`config.mk`:
```
export PLATFORM = sky130hd
export DESIGN_NAME = tri_setup_cmd
export DESIGN_NICKNAME = d
export VERILOG_FILES = /design/src/rtl/tri_setup_pkg.sv /design/src/rtl/tri_setup_cmd.sv
export SDC_FILE = /design/constraint.sdc
export NUM_CORES = 2
export LEC_CHECK = 0
export BUFFER_PORTS_ARGS = -buffer_cell sky130_fd_sc_hd__clkbuf_2
export CORE_MARGIN = 5
export CORE_UTILIZATION = 45
export CTS_CLUSTER_DIAMETER = 80
export DETAILED_ROUTE_END_ITERATION = 6
export HOLD_SLACK_MARGIN = 0.02
export PLACE_DENSITY_LB_ADDON = 0.25
export SYNTH_ARGS = -nofsm -noshare
export SYNTH_HDL_FRONTEND = slang
export SYNTH_SLANG_ARGS = --single-unit
```
`constraint.sdc`:
```
create_clock -name core_clk -period 21 [get_ports core_clk]
set_clock_uncertainty 0.15 [all_clocks]
set_input_delay 1.05 -clock core_clk [delete_from_list [all_inputs] [get_ports core_clk]]
set_output_delay 1.05 -clock core_clk [all_outputs]
set_load 0.005 [all_outputs]
```
`src/rtl/tri_setup_pkg.sv`:
```
// Purpose: shared constants and carriers for the triangle gradient setup block
// Assumes: AHB-Lite slave, 32-bit data, word-aligned registers
// Notes: gradient index selects one fixed/float register pair
package tri_setup_pkg;

	// ==========================================================
	// sizes
	localparam int NUM_GRAD = 9;
	localparam int NUM_ACC = 8;
	localparam int NUM_STAT = 6;
	localparam int ADDR_W = 8;

	// ==========================================================
	// gradient indices (pair base = 8 * index)
	localparam int G_WX = 0;
	localparam int G_R = 1;
	localparam int G_G = 2;
	localparam int G_B = 3;
	localparam int G_A = 4;
	localparam int G_Z = 5;
	localparam int G_S = 6;
	localparam int G_T = 7;
	localparam int G_WY = 8;
	localparam int A_W = 0;

	// ==========================================================
	// register byte offsets
	localparam logic [7:0] OFS_GRAD_BASE = 8'h00;
	localparam logic [7:0] OFS_FLOAT_SEL = 8'h04;
	localparam logic [7:0] OFS_TRI_FIXED = 8'h48;
	localparam logic [7:0] OFS_TRI_FLOAT = 8'h4c;
	localparam logic [7:0] OFS_FLUSH_GO = 8'h50;
	localparam logic [7:0] OFS_STATUS = 8'h54;
	localparam logic [7:0] OFS_STAT_BASE = 8'h58;

	// ==========================================================
	// field positions
	localparam int TRI_SIGN_BIT = 31;
	localparam int FLUSH_CLR_PIX_BIT = 0;
	localparam int FLUSH_CLR_TRI_BIT = 1;
	localparam int STAT_TRIS = 5;
	localparam int ST_CW_BIT = 0;
	localparam int ST_BUSY_BIT = 1;
	localparam int COLOR_W = 24;

	// fractional bits per gradient index
	localparam logic [4:0] FRAC_WX = 5'h1e;
	localparam logic [4:0] FRAC_COLOR = 5'h0c;
	localparam logic [4:0] FRAC_Z = 5'h0c;
	localparam logic [4:0] FRAC_ST = 5'h12;
	localparam logic [4:0] FRAC_WY = 5'h1e;

	// ieee single layout
	localparam int FP_BIAS_SHIFT = 150;
	localparam int FP_MAX_SHIFT = 31;
	localparam int FP_MIN_SHIFT = -24;

	// ==========================================================
	// reset value and float saturation limits
	localparam logic [31:0] RST_WORD = 32'h0000_0000;
	localparam logic [31:0] MAX_POS32 = 32'h7fff_ffff;
	localparam logic [31:0] MAX_POS24 = 32'h007f_ffff;

	// ==========================================================
	// carriers
	typedef struct packed {
		logic x_step;
		logic x_rtl;
		logic y_step;
		logic y_neg;
	} step_cmd_t;

	typedef struct packed {
		logic go;
		logic cw;
	} tri_cmd_t;

	typedef struct packed {
		logic go;
		logic [1:0] clr;
	} flush_cmd_t;

endpackage

```
`src/rtl/tri_setup_cmd.sv`:
```
// Function
// - x step of 1/w adds left-to-right, subtracts right-to-left
// - fixed 1/w x gradient is signed 2.30, 32 bits
// - float gradient writes convert to the same internal fixed format
// - rgba y gradients add on positive y, subtract on negative y
// - fixed colour y gradient is low 24 bits, signed 12.12
// - depth y gradient adds on positive y, subtracts on negative y
// - fixed depth y gradient is signed 20.12, 32 bits
// - s/w and t/w y gradients add on positive y, subtract on negative
// - fixed s and t y gradients are signed 14.18, 32 bits
// - 1/w y gradient adds on positive y, subtracts on negative y
// - fixed 1/w y gradient is signed 2.30, 32 bits
// - write to either triangle command starts one triangle
// - command bit 31 clear means counter-clockwise, set means clockwise
// - only bit 31 of a triangle command is used
// - float triangle command takes orientation from the ieee sign bit
// - any write to the flush command flushes the pipeline
// - flush with bit 0 clears the five pixel statistics counters
// - flush with bit 1 clears the triangles-completed counter
// - flush with no clear bits leaves all counters unchanged
//
// Purpose: gradient setup registers, 1/w colour depth texture accumulators,
//   triangle and flush commands, statistics counters
// Assumes: single core clock, AHB-Lite slave with zero wait states
// Notes: accumulators start from zero at each triangle; start values are
//   added downstream
`timescale 1ns/10ps
module tri_setup_cmd (
	input wire logic core_clk,
	input wire logic reset_n,
	input wire logic hsel,
	input wire logic [tri_setup_pkg::ADDR_W-1:0] haddr,
	input wire logic [1:0] htrans,
	input wire logic hwrite,
	input wire logic [2:0] hsize,
	input wire logic [31:0] hwdata,
	input wire logic hready,
	output logic hreadyout,
	output logic hresp,
	output logic [31:0] hrdata,
	input wire tri_setup_pkg::step_cmd_t step_cmd,
	input wire logic pipe_idle,
	input wire logic [tri_setup_pkg::NUM_STAT-1:0] stat_inc,
	output tri_setup_pkg::tri_cmd_t tri_cmd,
	output tri_setup_pkg::flush_cmd_t flush_cmd,
	output logic [tri_setup_pkg::NUM_ACC-1:0][31:0] acc_out
);

	// ==========================================================
	// float to fixed conversion
	function automatic logic [31:0] f2fix(
		input logic [31:0] f,
		input logic [4:0] frac,
		input logic narrow
	);
		logic [63:0] m;
		logic [31:0] lim;
		logic [31:0] mag;
		int sh;
		lim = narrow ? tri_setup_pkg::MAX_POS24 : tri_setup_pkg::MAX_POS32;
		m = {40'h0, 1'b1, f[22:0]};
		sh = int'(f[30:23]) - tri_setup_pkg::FP_BIAS_SHIFT + int'(frac);
		mag = 32'h0;
		// denormals flush to zero; too large saturates
		if (f[30:23] == 8'h00) begin
			mag = 32'h0;
		end else if (sh > tri_setup_pkg::FP_MAX_SHIFT) begin
			mag = lim;
		end else if (sh >= 0) begin
			m = m << sh;
			mag = (m > {32'h0, lim}) ? lim : m[31:0];
		end else if (sh > tri_setup_pkg::FP_MIN_SHIFT) begin
			m = m >> (-sh);
			mag = m[31:0];
		end
		return f[31] ? (32'h0 - mag) : mag;
	endfunction

	function automatic logic [4:0] frac_of(input int idx);
		logic [4:0] r;
		r = tri_setup_pkg::FRAC_ST;
		if (idx == tri_setup_pkg::G_WX) begin
			r = tri_setup_pkg::FRAC_WX;
		end else if (idx == tri_setup_pkg::G_WY) begin
			r = tri_setup_pkg::FRAC_WY;
		end else if (idx == tri_setup_pkg::G_Z) begin
			r = tri_setup_pkg::FRAC_Z;
		end else if (idx <= tri_setup_pkg::G_A) begin
			r = tri_setup_pkg::FRAC_COLOR;
		end
		return r;
	endfunction

	// ==========================================================
	// bus address phase capture
	logic wr_pend_r;
	logic wr_pend_nxt;
	logic [7:0] wr_addr_r;
	logic [7:0] wr_addr_nxt;
	logic [31:0] rdata_r;
	logic [31:0] rdata_nxt;
	logic addr_take;
	logic [7:0] a_addr;

	// whole-word transfers only; no wait states, so reads are
	// prepared in the address phase
	always_comb begin
		a_addr = 8'(haddr);
		addr_take = hsel && htrans[1] && hready;
		wr_pend_nxt = addr_take && hwrite;
		wr_addr_nxt = addr_take ? a_addr : wr_addr_r;
		rdata_nxt = 32'h0;
		if (addr_take && !hwrite) begin
			rdata_nxt = rd_word(a_addr);
		end
	end

	always_ff @(posedge core_clk) begin
		if (!reset_n) begin
			wr_pend_r <= 1'b0;
			wr_addr_r <= 8'h00;
			rdata_r <= tri_setup_pkg::RST_WORD;
			hreadyout <= 1'b0;
			hresp <= 1'b0;
		end else begin
			wr_pend_r <= wr_pend_nxt;
			wr_addr_r <= wr_addr_nxt;
			rdata_r <= rdata_nxt;
			hreadyout <= 1'b1;
			hresp <= 1'b0;
		end
	end

	assign hrdata = rdata_r;

	// ==========================================================
	// gradient storage
	logic [tri_setup_pkg::NUM_GRAD-1:0][31:0] grad_r;
	logic [tri_setup_pkg::NUM_GRAD-1:0][31:0] grad_nxt;

	// a write lands at the edge that ends its data phase, before any
	// later command can act, so commands see earlier setup writes
	always_comb begin
		grad_nxt = grad_r;
		for (int i = 0; i < tri_setup_pkg::NUM_GRAD; i++) begin
			if (wr_pend_r && wr_addr_r == (tri_setup_pkg::OFS_GRAD_BASE + 8'(i * 8))) begin
				if (i >= tri_setup_pkg::G_R && i <= tri_setup_pkg::G_A) begin
					// colour takes low 24 bits, sign extended
					grad_nxt[i] = {{8{hwdata[tri_setup_pkg::COLOR_W-1]}}, hwdata[tri_setup_pkg::COLOR_W-1:0]};
				end else begin
					grad_nxt[i] = hwdata;
				end
			end
			if (wr_pend_r && wr_addr_r == (tri_setup_pkg::OFS_FLOAT_SEL + 8'(i * 8))) begin
				// float converted into the fixed layout
				grad_nxt[i] = f2fix(hwdata, frac_of(i), i >= tri_setup_pkg::G_R && i <= tri_setup_pkg::G_A);
			end
		end
	end

	always_ff @(posedge core_clk) begin
		if (!reset_n) begin
			grad_r <= '0;
		end else begin
			grad_r <= grad_nxt;
		end
	end

	// ==========================================================
	// commands
	tri_setup_pkg::tri_cmd_t tri_nxt;
	tri_setup_pkg::flush_cmd_t flush_nxt;
	logic tri_wr;
	logic flush_wr;

	always_comb begin
		tri_wr = wr_pend_r && (wr_addr_r == tri_setup_pkg::OFS_TRI_FIXED || wr_addr_r == tri_setup_pkg::OFS_TRI_FLOAT);
		flush_wr = wr_pend_r && wr_addr_r == tri_setup_pkg::OFS_FLUSH_GO;
		// either command register starts a triangle
		tri_nxt.go = tri_wr;
		tri_nxt.cw = tri_cmd.cw;
		if (tri_wr) begin
			tri_nxt.cw = hwdata[tri_setup_pkg::TRI_SIGN_BIT];
		end
		flush_nxt.go = flush_wr;
		flush_nxt.clr = flush_wr ? hwdata[1:0] : 2'b00;
	end

	always_ff @(posedge core_clk) begin
		if (!reset_n) begin
			tri_cmd <= '0;
			flush_cmd <= '0;
		end else begin
			tri_cmd <= tri_nxt;
			flush_cmd <= flush_nxt;
		end
	end

	// ==========================================================
	// accumulators
	logic [tri_setup_pkg::NUM_ACC-1:0][31:0] acc_nxt;

	always_comb begin
		acc_nxt = acc_out;
		for (int k = 0; k < tri_setup_pkg::NUM_ACC; k++) begin
			if (tri_cmd.go) begin
				acc_nxt[k] = 32'h0;
			end else if (step_cmd.y_step) begin
				if (k == tri_setup_pkg::A_W) begin
					acc_nxt[k] = step_cmd.y_neg ? acc_nxt[k] - grad_r[tri_setup_pkg::G_WY]
						: acc_nxt[k] + grad_r[tri_setup_pkg::G_WY];
				end else begin
					acc_nxt[k] = step_cmd.y_neg ? acc_nxt[k] - grad_r[k] : acc_nxt[k] + grad_r[k];
				end
			end
		end
		// 1/w x step, direction by x_rtl
		if (!tri_cmd.go && step_cmd.x_step) begin
			acc_nxt[tri_setup_pkg::A_W] = step_cmd.x_rtl
				? acc_nxt[tri_setup_pkg::A_W] - grad_r[tri_setup_pkg::G_WX]
				: acc_nxt[tri_setup_pkg::A_W] + grad_r[tri_setup_pkg::G_WX];
		end
	end

	always_ff @(posedge core_clk) begin
		if (!reset_n) begin
			acc_out <= '0;
		end else begin
			acc_out <= acc_nxt;
		end
	end

	// ==========================================================
	// statistics counters
	logic [tri_setup_pkg::NUM_STAT-1:0][31:0] stat_r;
	logic [tri_setup_pkg::NUM_STAT-1:0][31:0] stat_nxt;

	generate
		for (genvar c = 0; c < tri_setup_pkg::NUM_STAT; c++) begin : g_stat
			logic clr;
			// pick the clear bit for this counter
			assign clr = (c == tri_setup_pkg::STAT_TRIS)
				? flush_cmd.clr[tri_setup_pkg::FLUSH_CLR_TRI_BIT]
				: flush_cmd.clr[tri_setup_pkg::FLUSH_CLR_PIX_BIT];
			// without its clear bit a counter only counts
			// clear wins over a same-cycle increment
			assign stat_nxt[c] = clr ? 32'h0 : (stat_r[c] + {31'h0, stat_inc[c]});
		end
	endgenerate

	always_ff @(posedge core_clk) begin
		if (!reset_n) begin
			stat_r <= '0;
		end else begin
			stat_r <= stat_nxt;
		end
	end

	// ==========================================================
	// read decode; command and gradient registers read as zero
	function automatic logic [31:0] rd_word(input logic [7:0] a);
		logic [31:0] r;
		r = 32'h0;
		if (a == tri_setup_pkg::OFS_STATUS) begin
			r[tri_setup_pkg::ST_CW_BIT] = tri_cmd.cw;
			r[tri_setup_pkg::ST_BUSY_BIT] = !pipe_idle;
		end
		for (int c = 0; c < tri_setup_pkg::NUM_STAT; c++) begin
			if (a == tri_setup_pkg::OFS_STAT_BASE + 8'(c * 4)) begin
				r = stat_r[c];
			end
		end
		return r;
	endfunction

endmodule

```
; ---- Word level (Yosys, flattened, before mapping)
; Index checks and enable logic that the tools add are counted.
[op_classes]
order_cmp = 32
n_bitwise = 1
addsub = 50
reduce_logical = 45
n_eq_ne = 27
shifts = 16
mux = 103
[op_table]
columns = cell, n
row1 = $mux W32, 94
row2 = $shl A24 B32 Y64, 8
row3 = $gt A32 B6 Y1 const B, 14
row4 = $add A32 B32 Y32, 9
row5 = $sub A1 B32 Y32 const A, 9
row6 = $sub A32 B32 Y32, 9
row7 = $gt A64 B23 Y1 const B, 4
row8 = $gt A64 B31 Y1 const B, 4
row9 = $shr A24 B32 Y32, 8
row10 = $ge A32 B1 Y1 const B, 7
row11 = $neg A32 Y32, 7
row12 = $add A32 B1 Y32, 6
row13 = $eq A8 B7 Y1 const B, 12
row14 = $add A9 B6 Y10, 7
row15 = $eq A8 B6 Y1 const B, 8
row16 = $mux W5, 7
row17 = $eq A8 B5 Y1 const B, 4
row18 = $neg A10 Y32, 1
row19 = $logic_and A1 B1 Y1, 25
row20 = $gt A10 B6 Y1 const B, 2
row21 = $reduce_bool A2 Y1, 9
row22 = $eq A8 B4 Y1 const B, 2
row23 = $logic_not A8 Y1, 2
row24 = $add A9 B6 Y10 const B, 1
row25 = other kinds (10), 15
[totals]
output_inout_bits = 295
reg_bits = 783
word_cells = 305

; ---- Depth between registers and ports, before layout
[depth]
ltp_word = 14
mapped_depth = 36
depth_no_buf = 31

; ---- Worst setup path before layout
; No wires, ideal clock.
[synth_path]
path_type = input -> register
start = in hwdata[24]
end = reg grad_r[14] in the netlist's numbering
arrival_time_ps = 8226
slack_ps = 12504
cell_stages = 32
n_path_buf = 9
required_ps = 20730
cell_sequence = buf_4 -> buf_6 -> inv_2 -> buf_2 -> buf_2 -> ha_1 -> buf_2 -> inv_1 -> clkbuf_1 -> buf_2 -> ha_1 -> buf_2 -> or3b_2 -> a21oi_1 -> o31a_1 -> o21ai_1 -> nor4_4 -> inv_2 -> ha_1 -> nor4_1 -> nand4_1 -> or4b_2 -> a211oi_1 -> a21oi_1 -> o311ai_2 -> nor4_1 -> or4b_1 -> buf_2 -> o21ai_0 -> xor2_1 -> a211oi_1 -> nor2_1
[synth_via]
elab_chain_cells = 12
word_cells_on_any_way = 19
classes_between = add/sub: 4 / order compare: 4 / shift: 2 / mux: 8 / reduce/logical: 1
[synth_rtl]
columns = item, line
row1 = "start, declared", tri_setup_cmd.sv:36  ; input wire logic [31:0] hwdata,
row2 = $sub A8 B8 Y9, tri_setup_cmd.sv:62  ; sh = int'(f[30:23]) - tri_setup_pkg::FP_BIAS_SHIFT + int'(frac);
row3 = $add A9 B6 Y10, tri_setup_cmd.sv:62
row4 = $shl A24 B32 Y64 or $neg A32 Y32 (tied branches), "tri_setup_cmd.sv:70, tri_setup_cmd.sv:73"
row5 = $gt A64 B31 Y1 or $shr A24 B32 Y32 (tied branches), "tri_setup_cmd.sv:71, tri_setup_cmd.sv:73"
row6 = "$mux W32, on equally long branches", "tri_setup_cmd.sv:71, tri_setup_cmd.sv:72"
row7 = $mux W32, tri_setup_cmd.sv:69  ; end else if (sh >= 0) begin
row8 = $mux W32, tri_setup_cmd.sv:67  ; end else if (sh > tri_setup_pkg::FP_MAX_SHIFT) begin
row9 = $mux W32 *, tri_setup_cmd.sv:65  ; if (f[30:23] == 8'h00) begin
row10 = $mux W32 *, tri_setup_cmd.sv:154  ; if (wr_pend_r && wr_addr_r == (tri_setup_pkg::OFS_FLOAT_SEL + 8'(i * 8))) begin
row11 = $sub A1 B32 Y32, tri_setup_cmd.sv:76  ; return f[31] ? (32'h0 - mag) : mag;
row12 = $mux W32 *, tri_setup_cmd.sv:76
row13 = $mux W32 *, tri_setup_cmd.sv:154
row14 = "end signal, assigned", tri_setup_cmd.sv:165  ; grad_r <= grad_nxt;
row15 = "end, declared", tri_setup_cmd.sv:138  ; logic [tri_setup_pkg::NUM_GRAD-1:0][31:0] grad_r;
; Every way passes the cells marked *; elsewhere a longest branch is shown, timed or not. The select of a mux whose other input is x is not followed.
; A chain may end at the register's enable or synchronous reset.

; ---- Final worst setup path
[layout_path]
start = in hwdata[25]
end = reg grad_r[142] in the netlist's numbering
[layout_via]
elab_chain_cells = 12
word_cells_on_any_way = 19
classes_between = add/sub: 4 / order compare: 4 / shift: 2 / mux: 8 / reduce/logical: 1
[layout_rtl]
columns = item, line
row1 = $sub A8 B8 Y9, tri_setup_cmd.sv:62
row2 = $add A9 B6 Y10, tri_setup_cmd.sv:62
row3 = $shl A24 B32 Y64 or $neg A32 Y32 (tied branches), "tri_setup_cmd.sv:70, tri_setup_cmd.sv:73"
row4 = $gt A64 B23 Y1 or $shr A24 B32 Y32 (tied branches), "tri_setup_cmd.sv:71, tri_setup_cmd.sv:73"
row5 = "$mux W32, on equally long branches", "tri_setup_cmd.sv:71, tri_setup_cmd.sv:72"
row6 = $mux W32, tri_setup_cmd.sv:69
row7 = $mux W32, tri_setup_cmd.sv:67
row8 = $mux W32 *, tri_setup_cmd.sv:65
row9 = $mux W32 *, tri_setup_cmd.sv:154
row10 = $sub A1 B32 Y32, tri_setup_cmd.sv:76
row11 = $mux W32 *, tri_setup_cmd.sv:76
row12 = $mux W32 *, tri_setup_cmd.sv:154
; Marks and branches as above.

==> metrics.md <==
| Metric | Value |
|---|---|
| Routability congestion estimate from global placement | `1.01` |
| Synth-to-layout area growth | `9.64%` |
| Syn Area/Cell | `~7.7 sq um` |
| Crit path time final | `~10000 ps` |
| Number of buffers inserted to repair setup after CTS | `0` |
| Highest Clock Rate | `0.0986 GHz` |
| Most common cell after layout, fill and taps aside | `sky130_fd_sc_hd__nor2_1` |
| NumNets Final | `8957` |
| Number of instances in the synthesized netlist | `8492` |
| Nature of the critical path startpoint | `input pin` |
| Detailed-route via count | `66200` |
| Post-route antenna net violation count | `0` |
| Longest individual stage delay on the worst path | `810 ps` |
| Instance area at placement | `between 60000 and 70000 sq um` |
| Max-Cap Viols | `0` |
| Global Route Usage Sum | `0.315` |
| Combined area of the multi-input logic cells | `between 40000 and 50000 sq um` |
| Total chip power | `a little under 8 mW` |
| Count of standard-cell rows | `139` |
| Post-route DRC | `0` |
| Net count after synthesis | `8900` |
| Starting density of the core | `0.453` |
| Summed area of non-filler cells in the final layout | `71400 sq um` |
| Accumulated negative setup slack | `0 ps` |
| Ys Warns | `0` |
| Sequential cell area | `15700 sq um` |
| Clock Path Buffers | `3` |
| Core area | `144000 sq um` |
| Number of flops mapped to enable cells by yosys | `0` |
| Worst Tran Pin Value | `1260 ps` |
| # port buffers | `350` |
| Final Max Tran Viols | `0` |
| Static Leakage | `roughly 28 nW` |
| Primary FF master, synth | `sky130_fd_sc_hd__dfxtp_1` |
| Slowest stage cell, crit path | `sky130_fd_sc_hd__nand4_1` |
| Buffer and inverter count on the worst path | `5` |
| CTS sink cnt | `783` |
| Power density normalized to cell area | `111 nW/um^2` |
| Placed wire-length estimate after detailed placement | `190000 um` |
| Gate family responsible for the most delay along the worst path | `simple AND/OR/NAND/NOR gates` |
| Top post-synthesis cells by area | `sky130_fd_sc_hd__dfxtp_1 24%, sky130_fd_sc_hd__xnor2_1 7.1%, sky130_fd_sc_hd__nor2_1 6.7%, sky130_fd_sc_hd__ha_1 6.5%, sky130_fd_sc_hd__mux2i_1 4.7%` |
| Global-route wire length before repair | `379000 um` |
| Root Driver | `sky130_fd_sc_hd__clkbuf_16` |
| Top cell type's share of synthesized area | `0.241` |
| Peak ir drop on the vdd network | `73.4 uV` |
| Cts hold-fix bufs | `0` |
| Remaining max-slew budget at the tightest pin | `0.156` |
| Post-DR vias/cell | `6.28` |
| Part of the cycle the worst path needs | `0.483` |
| Final Hold Fails | `0` |
| Post-CTS Resized | `0` |
| RSZ-0062 raised after global routing | `no` |
| Total Wirelength | `253000 um` |
| Leading area contributor after synthesis | `sky130_fd_sc_hd__dfxtp_1` |
| # IOs | `356` |
| Netlist area before placement | `65100 sq um` |
| Critical path data required time | `approximately 21000 ps` |
| Proportion of register bits with asynchronous set or reset after synthesis | `0` |
| Synthesis-stage register bit count | `783` |
| Max Fanout on Critical Path | `35` |
| FILL cells | `14200` |
| Clock buffer count from CTS | `95` |
| H-Tree Depth | `3` |
| Clock tree from TritonCTS | `built` |
| Highest-count cells in the layout ignoring fill and taps | `1156 x sky130_fd_sc_hd__nor2_1, 782 x sky130_fd_sc_hd__dfxtp_1, 636 x sky130_fd_sc_hd__nand2_1` |
| Layout cell share with drive strength beyond 1 | `0.103` |
| Sum of overflow across all layers after global routing | `0` |
| Class of the tightest hold or removal check | `register to register` |
| Count of cell types in the netlist | `124` |
| Clock latency on the worst-skew pair | `740 ps` |
| WL per Instance | `24.0 um` |
| Critical path class | `input pin to register` |
| Count of routing violations after the opening detailed-route iteration | `6632` |
| Result of the run | `complete, no violations` |
| Crit end category | `register` |
| Fraction of the yosys area taken by sequential cells | `0.241` |
| Iteration count of the initial detailed-routing pass | `6` |
| Arrival time of the worst setup path | `between 10000 and 15000 ps` |
| Clock slew seen by the registers of the worst setup and hold paths | `60 ps` |
| Antenna violations before repair | `11` |
| Pin count of the biggest net entering global routing | `roughly 120` |
| Chip Height | `390 um` |
| Die width | `390 um` |
| Setup violators final | `0` |
| Die area | `152000 sq um` |
| Via count of the first global-routing pass | `61400` |
==> layout make-up <==
type | instances | area share
multi-input combinational | 7014 | 0.652
inverter | 189 | 0.00997
tap | 1903 | 0.0334
timing repair buffer | 466 | 0.0374
sequential | 783 | 0.220
clock buffer | 133 | 0.0384
clock inverter | 45 | 0.00882
antenna | 6 | 0.000210
==> metal layers <==
layer	share of wire	vias to the layer above	track usage
met5	0.00011	-	0
met4	0.050	4	0.141
met3	0.086	581	0.0574
met2	0.44	3051	0.500
met1	0.42	31500	0.418
li1	-	31100	-
==> synth_stat cells, types with 23 or more instances <==
cell type / instances
sky130_fd_sc_hd__nand2b_1: 101
sky130_fd_sc_hd__o21a_1: 63
sky130_fd_sc_hd__a211oi_1: 151
sky130_fd_sc_hd__or2_2: 28
sky130_fd_sc_hd__and3_1: 96
sky130_fd_sc_hd__nor2_1: 1169
sky130_fd_sc_hd__xnor2_1: 525
sky130_fd_sc_hd__dfxtp_1: 783
sky130_fd_sc_hd__a311oi_1: 23
sky130_fd_sc_hd__inv_1: 181
sky130_fd_sc_hd__a21oi_1: 611
sky130_fd_sc_hd__nor4_1: 85
sky130_fd_sc_hd__a21o_1: 117
sky130_fd_sc_hd__buf_2: 39
sky130_fd_sc_hd__mux2_2: 72
sky130_fd_sc_hd__or4_1: 23
sky130_fd_sc_hd__xor2_1: 244
sky130_fd_sc_hd__and4_1: 25
sky130_fd_sc_hd__ha_1: 338
sky130_fd_sc_hd__mux4_2: 65
sky130_fd_sc_hd__nor2b_1: 94
sky130_fd_sc_hd__nand4_1: 101
sky130_fd_sc_hd__o31ai_1: 41
sky130_fd_sc_hd__and2_1: 77
sky130_fd_sc_hd__clkbuf_1: 372
sky130_fd_sc_hd__nand2_1: 636
sky130_fd_sc_hd__a22oi_1: 119
sky130_fd_sc_hd__nor3_1: 246
sky130_fd_sc_hd__o31a_1: 23
sky130_fd_sc_hd__buf_4: 27
sky130_fd_sc_hd__nand3_1: 258
sky130_fd_sc_hd__o211ai_1: 69
sky130_fd_sc_hd__or3_1: 97
sky130_fd_sc_hd__o22ai_1: 42
sky130_fd_sc_hd__o21bai_1: 41
sky130_fd_sc_hd__buf_1: 44
sky130_fd_sc_hd__a211o_1: 27
sky130_fd_sc_hd__mux2i_1: 309
sky130_fd_sc_hd__a31oi_1: 197
sky130_fd_sc_hd__o21ai_0: 470
==> worst min-delay path, stage by stage, from the launching register on <==
cell                      delay [ps]
sky130_fd_sc_hd__dfxtp_1         310
sky130_fd_sc_hd__nand2_1          50
sky130_fd_sc_hd__a21oi_1          60
==> worst paths after layout <==
path	startpoint	to	slack (ps)	cells past startpoint
setup / recovery	hwdata[25]	grad_r[142]	10860	28
hold / removal	wr_addr_r[1]	wr_addr_r[1]	320	2
setup reg to reg	grad_r[256]	acc_out[31]	14170	28
hold reg to reg	wr_addr_r[1]	wr_addr_r[1]	320	2
==> flip-flops by register name, summed over array words and instances (netlist names) <==
| name | cells |
|---|---|
| acc_out | 256 |
| flush_cmd | 3 |
| grad_r | 288 |
| hrdata | 32 |
| hreadyout | 1 |
| stat_r | 192 |
| tri_cmd | 2 |
| wr_addr_r | 8 |
| wr_pend_r | 1 |
==> metrics by stage <==
stage / utilization / hold slack, ps / setup slack [ps] / instances
global placement: 0.473 / 296 / 10660 / 10400
finish: 0.497 / 316 / 10860 / 10500
floorplan: - / 286 / 12500 / 8492
global route: 0.497 / 330 / 10470 / 10500
CTS: 0.497 / 312 / 11370 / 10500
detailed placement: 0.473 / 309 / 10550 / 10400
==> kinds of logic (layout without fill, tap and decap cells) <==
group / Yosys count / in the layout / synth area share
AO/OA/AOI/OAI: 2303 / 2303 / 0.229
XOR/XNOR: 778 / 778 / 0.106
adder cells (fa/ha/maj): 347 / 347 / 0.0677
buffers and inverters: 695 / 833 / 0.0459
flip-flops: 783 / 783 / 0.241
multiplexers: 450 / 450 / 0.0838
other: 1 / 7 / 0.0000576
AND/OR/NAND/NOR: 3135 / 3135 / 0.227
==> power by group <==
group / switching (mW) / internal, mW / total [mW]
Combinational: 2.45 / 1.83 / 4.28
Clock: 0.725 / 1.03 / 1.76
Sequential: 0.195 / 1.66 / 1.86
No activity file was read; power rests on OpenSTA's default activity.
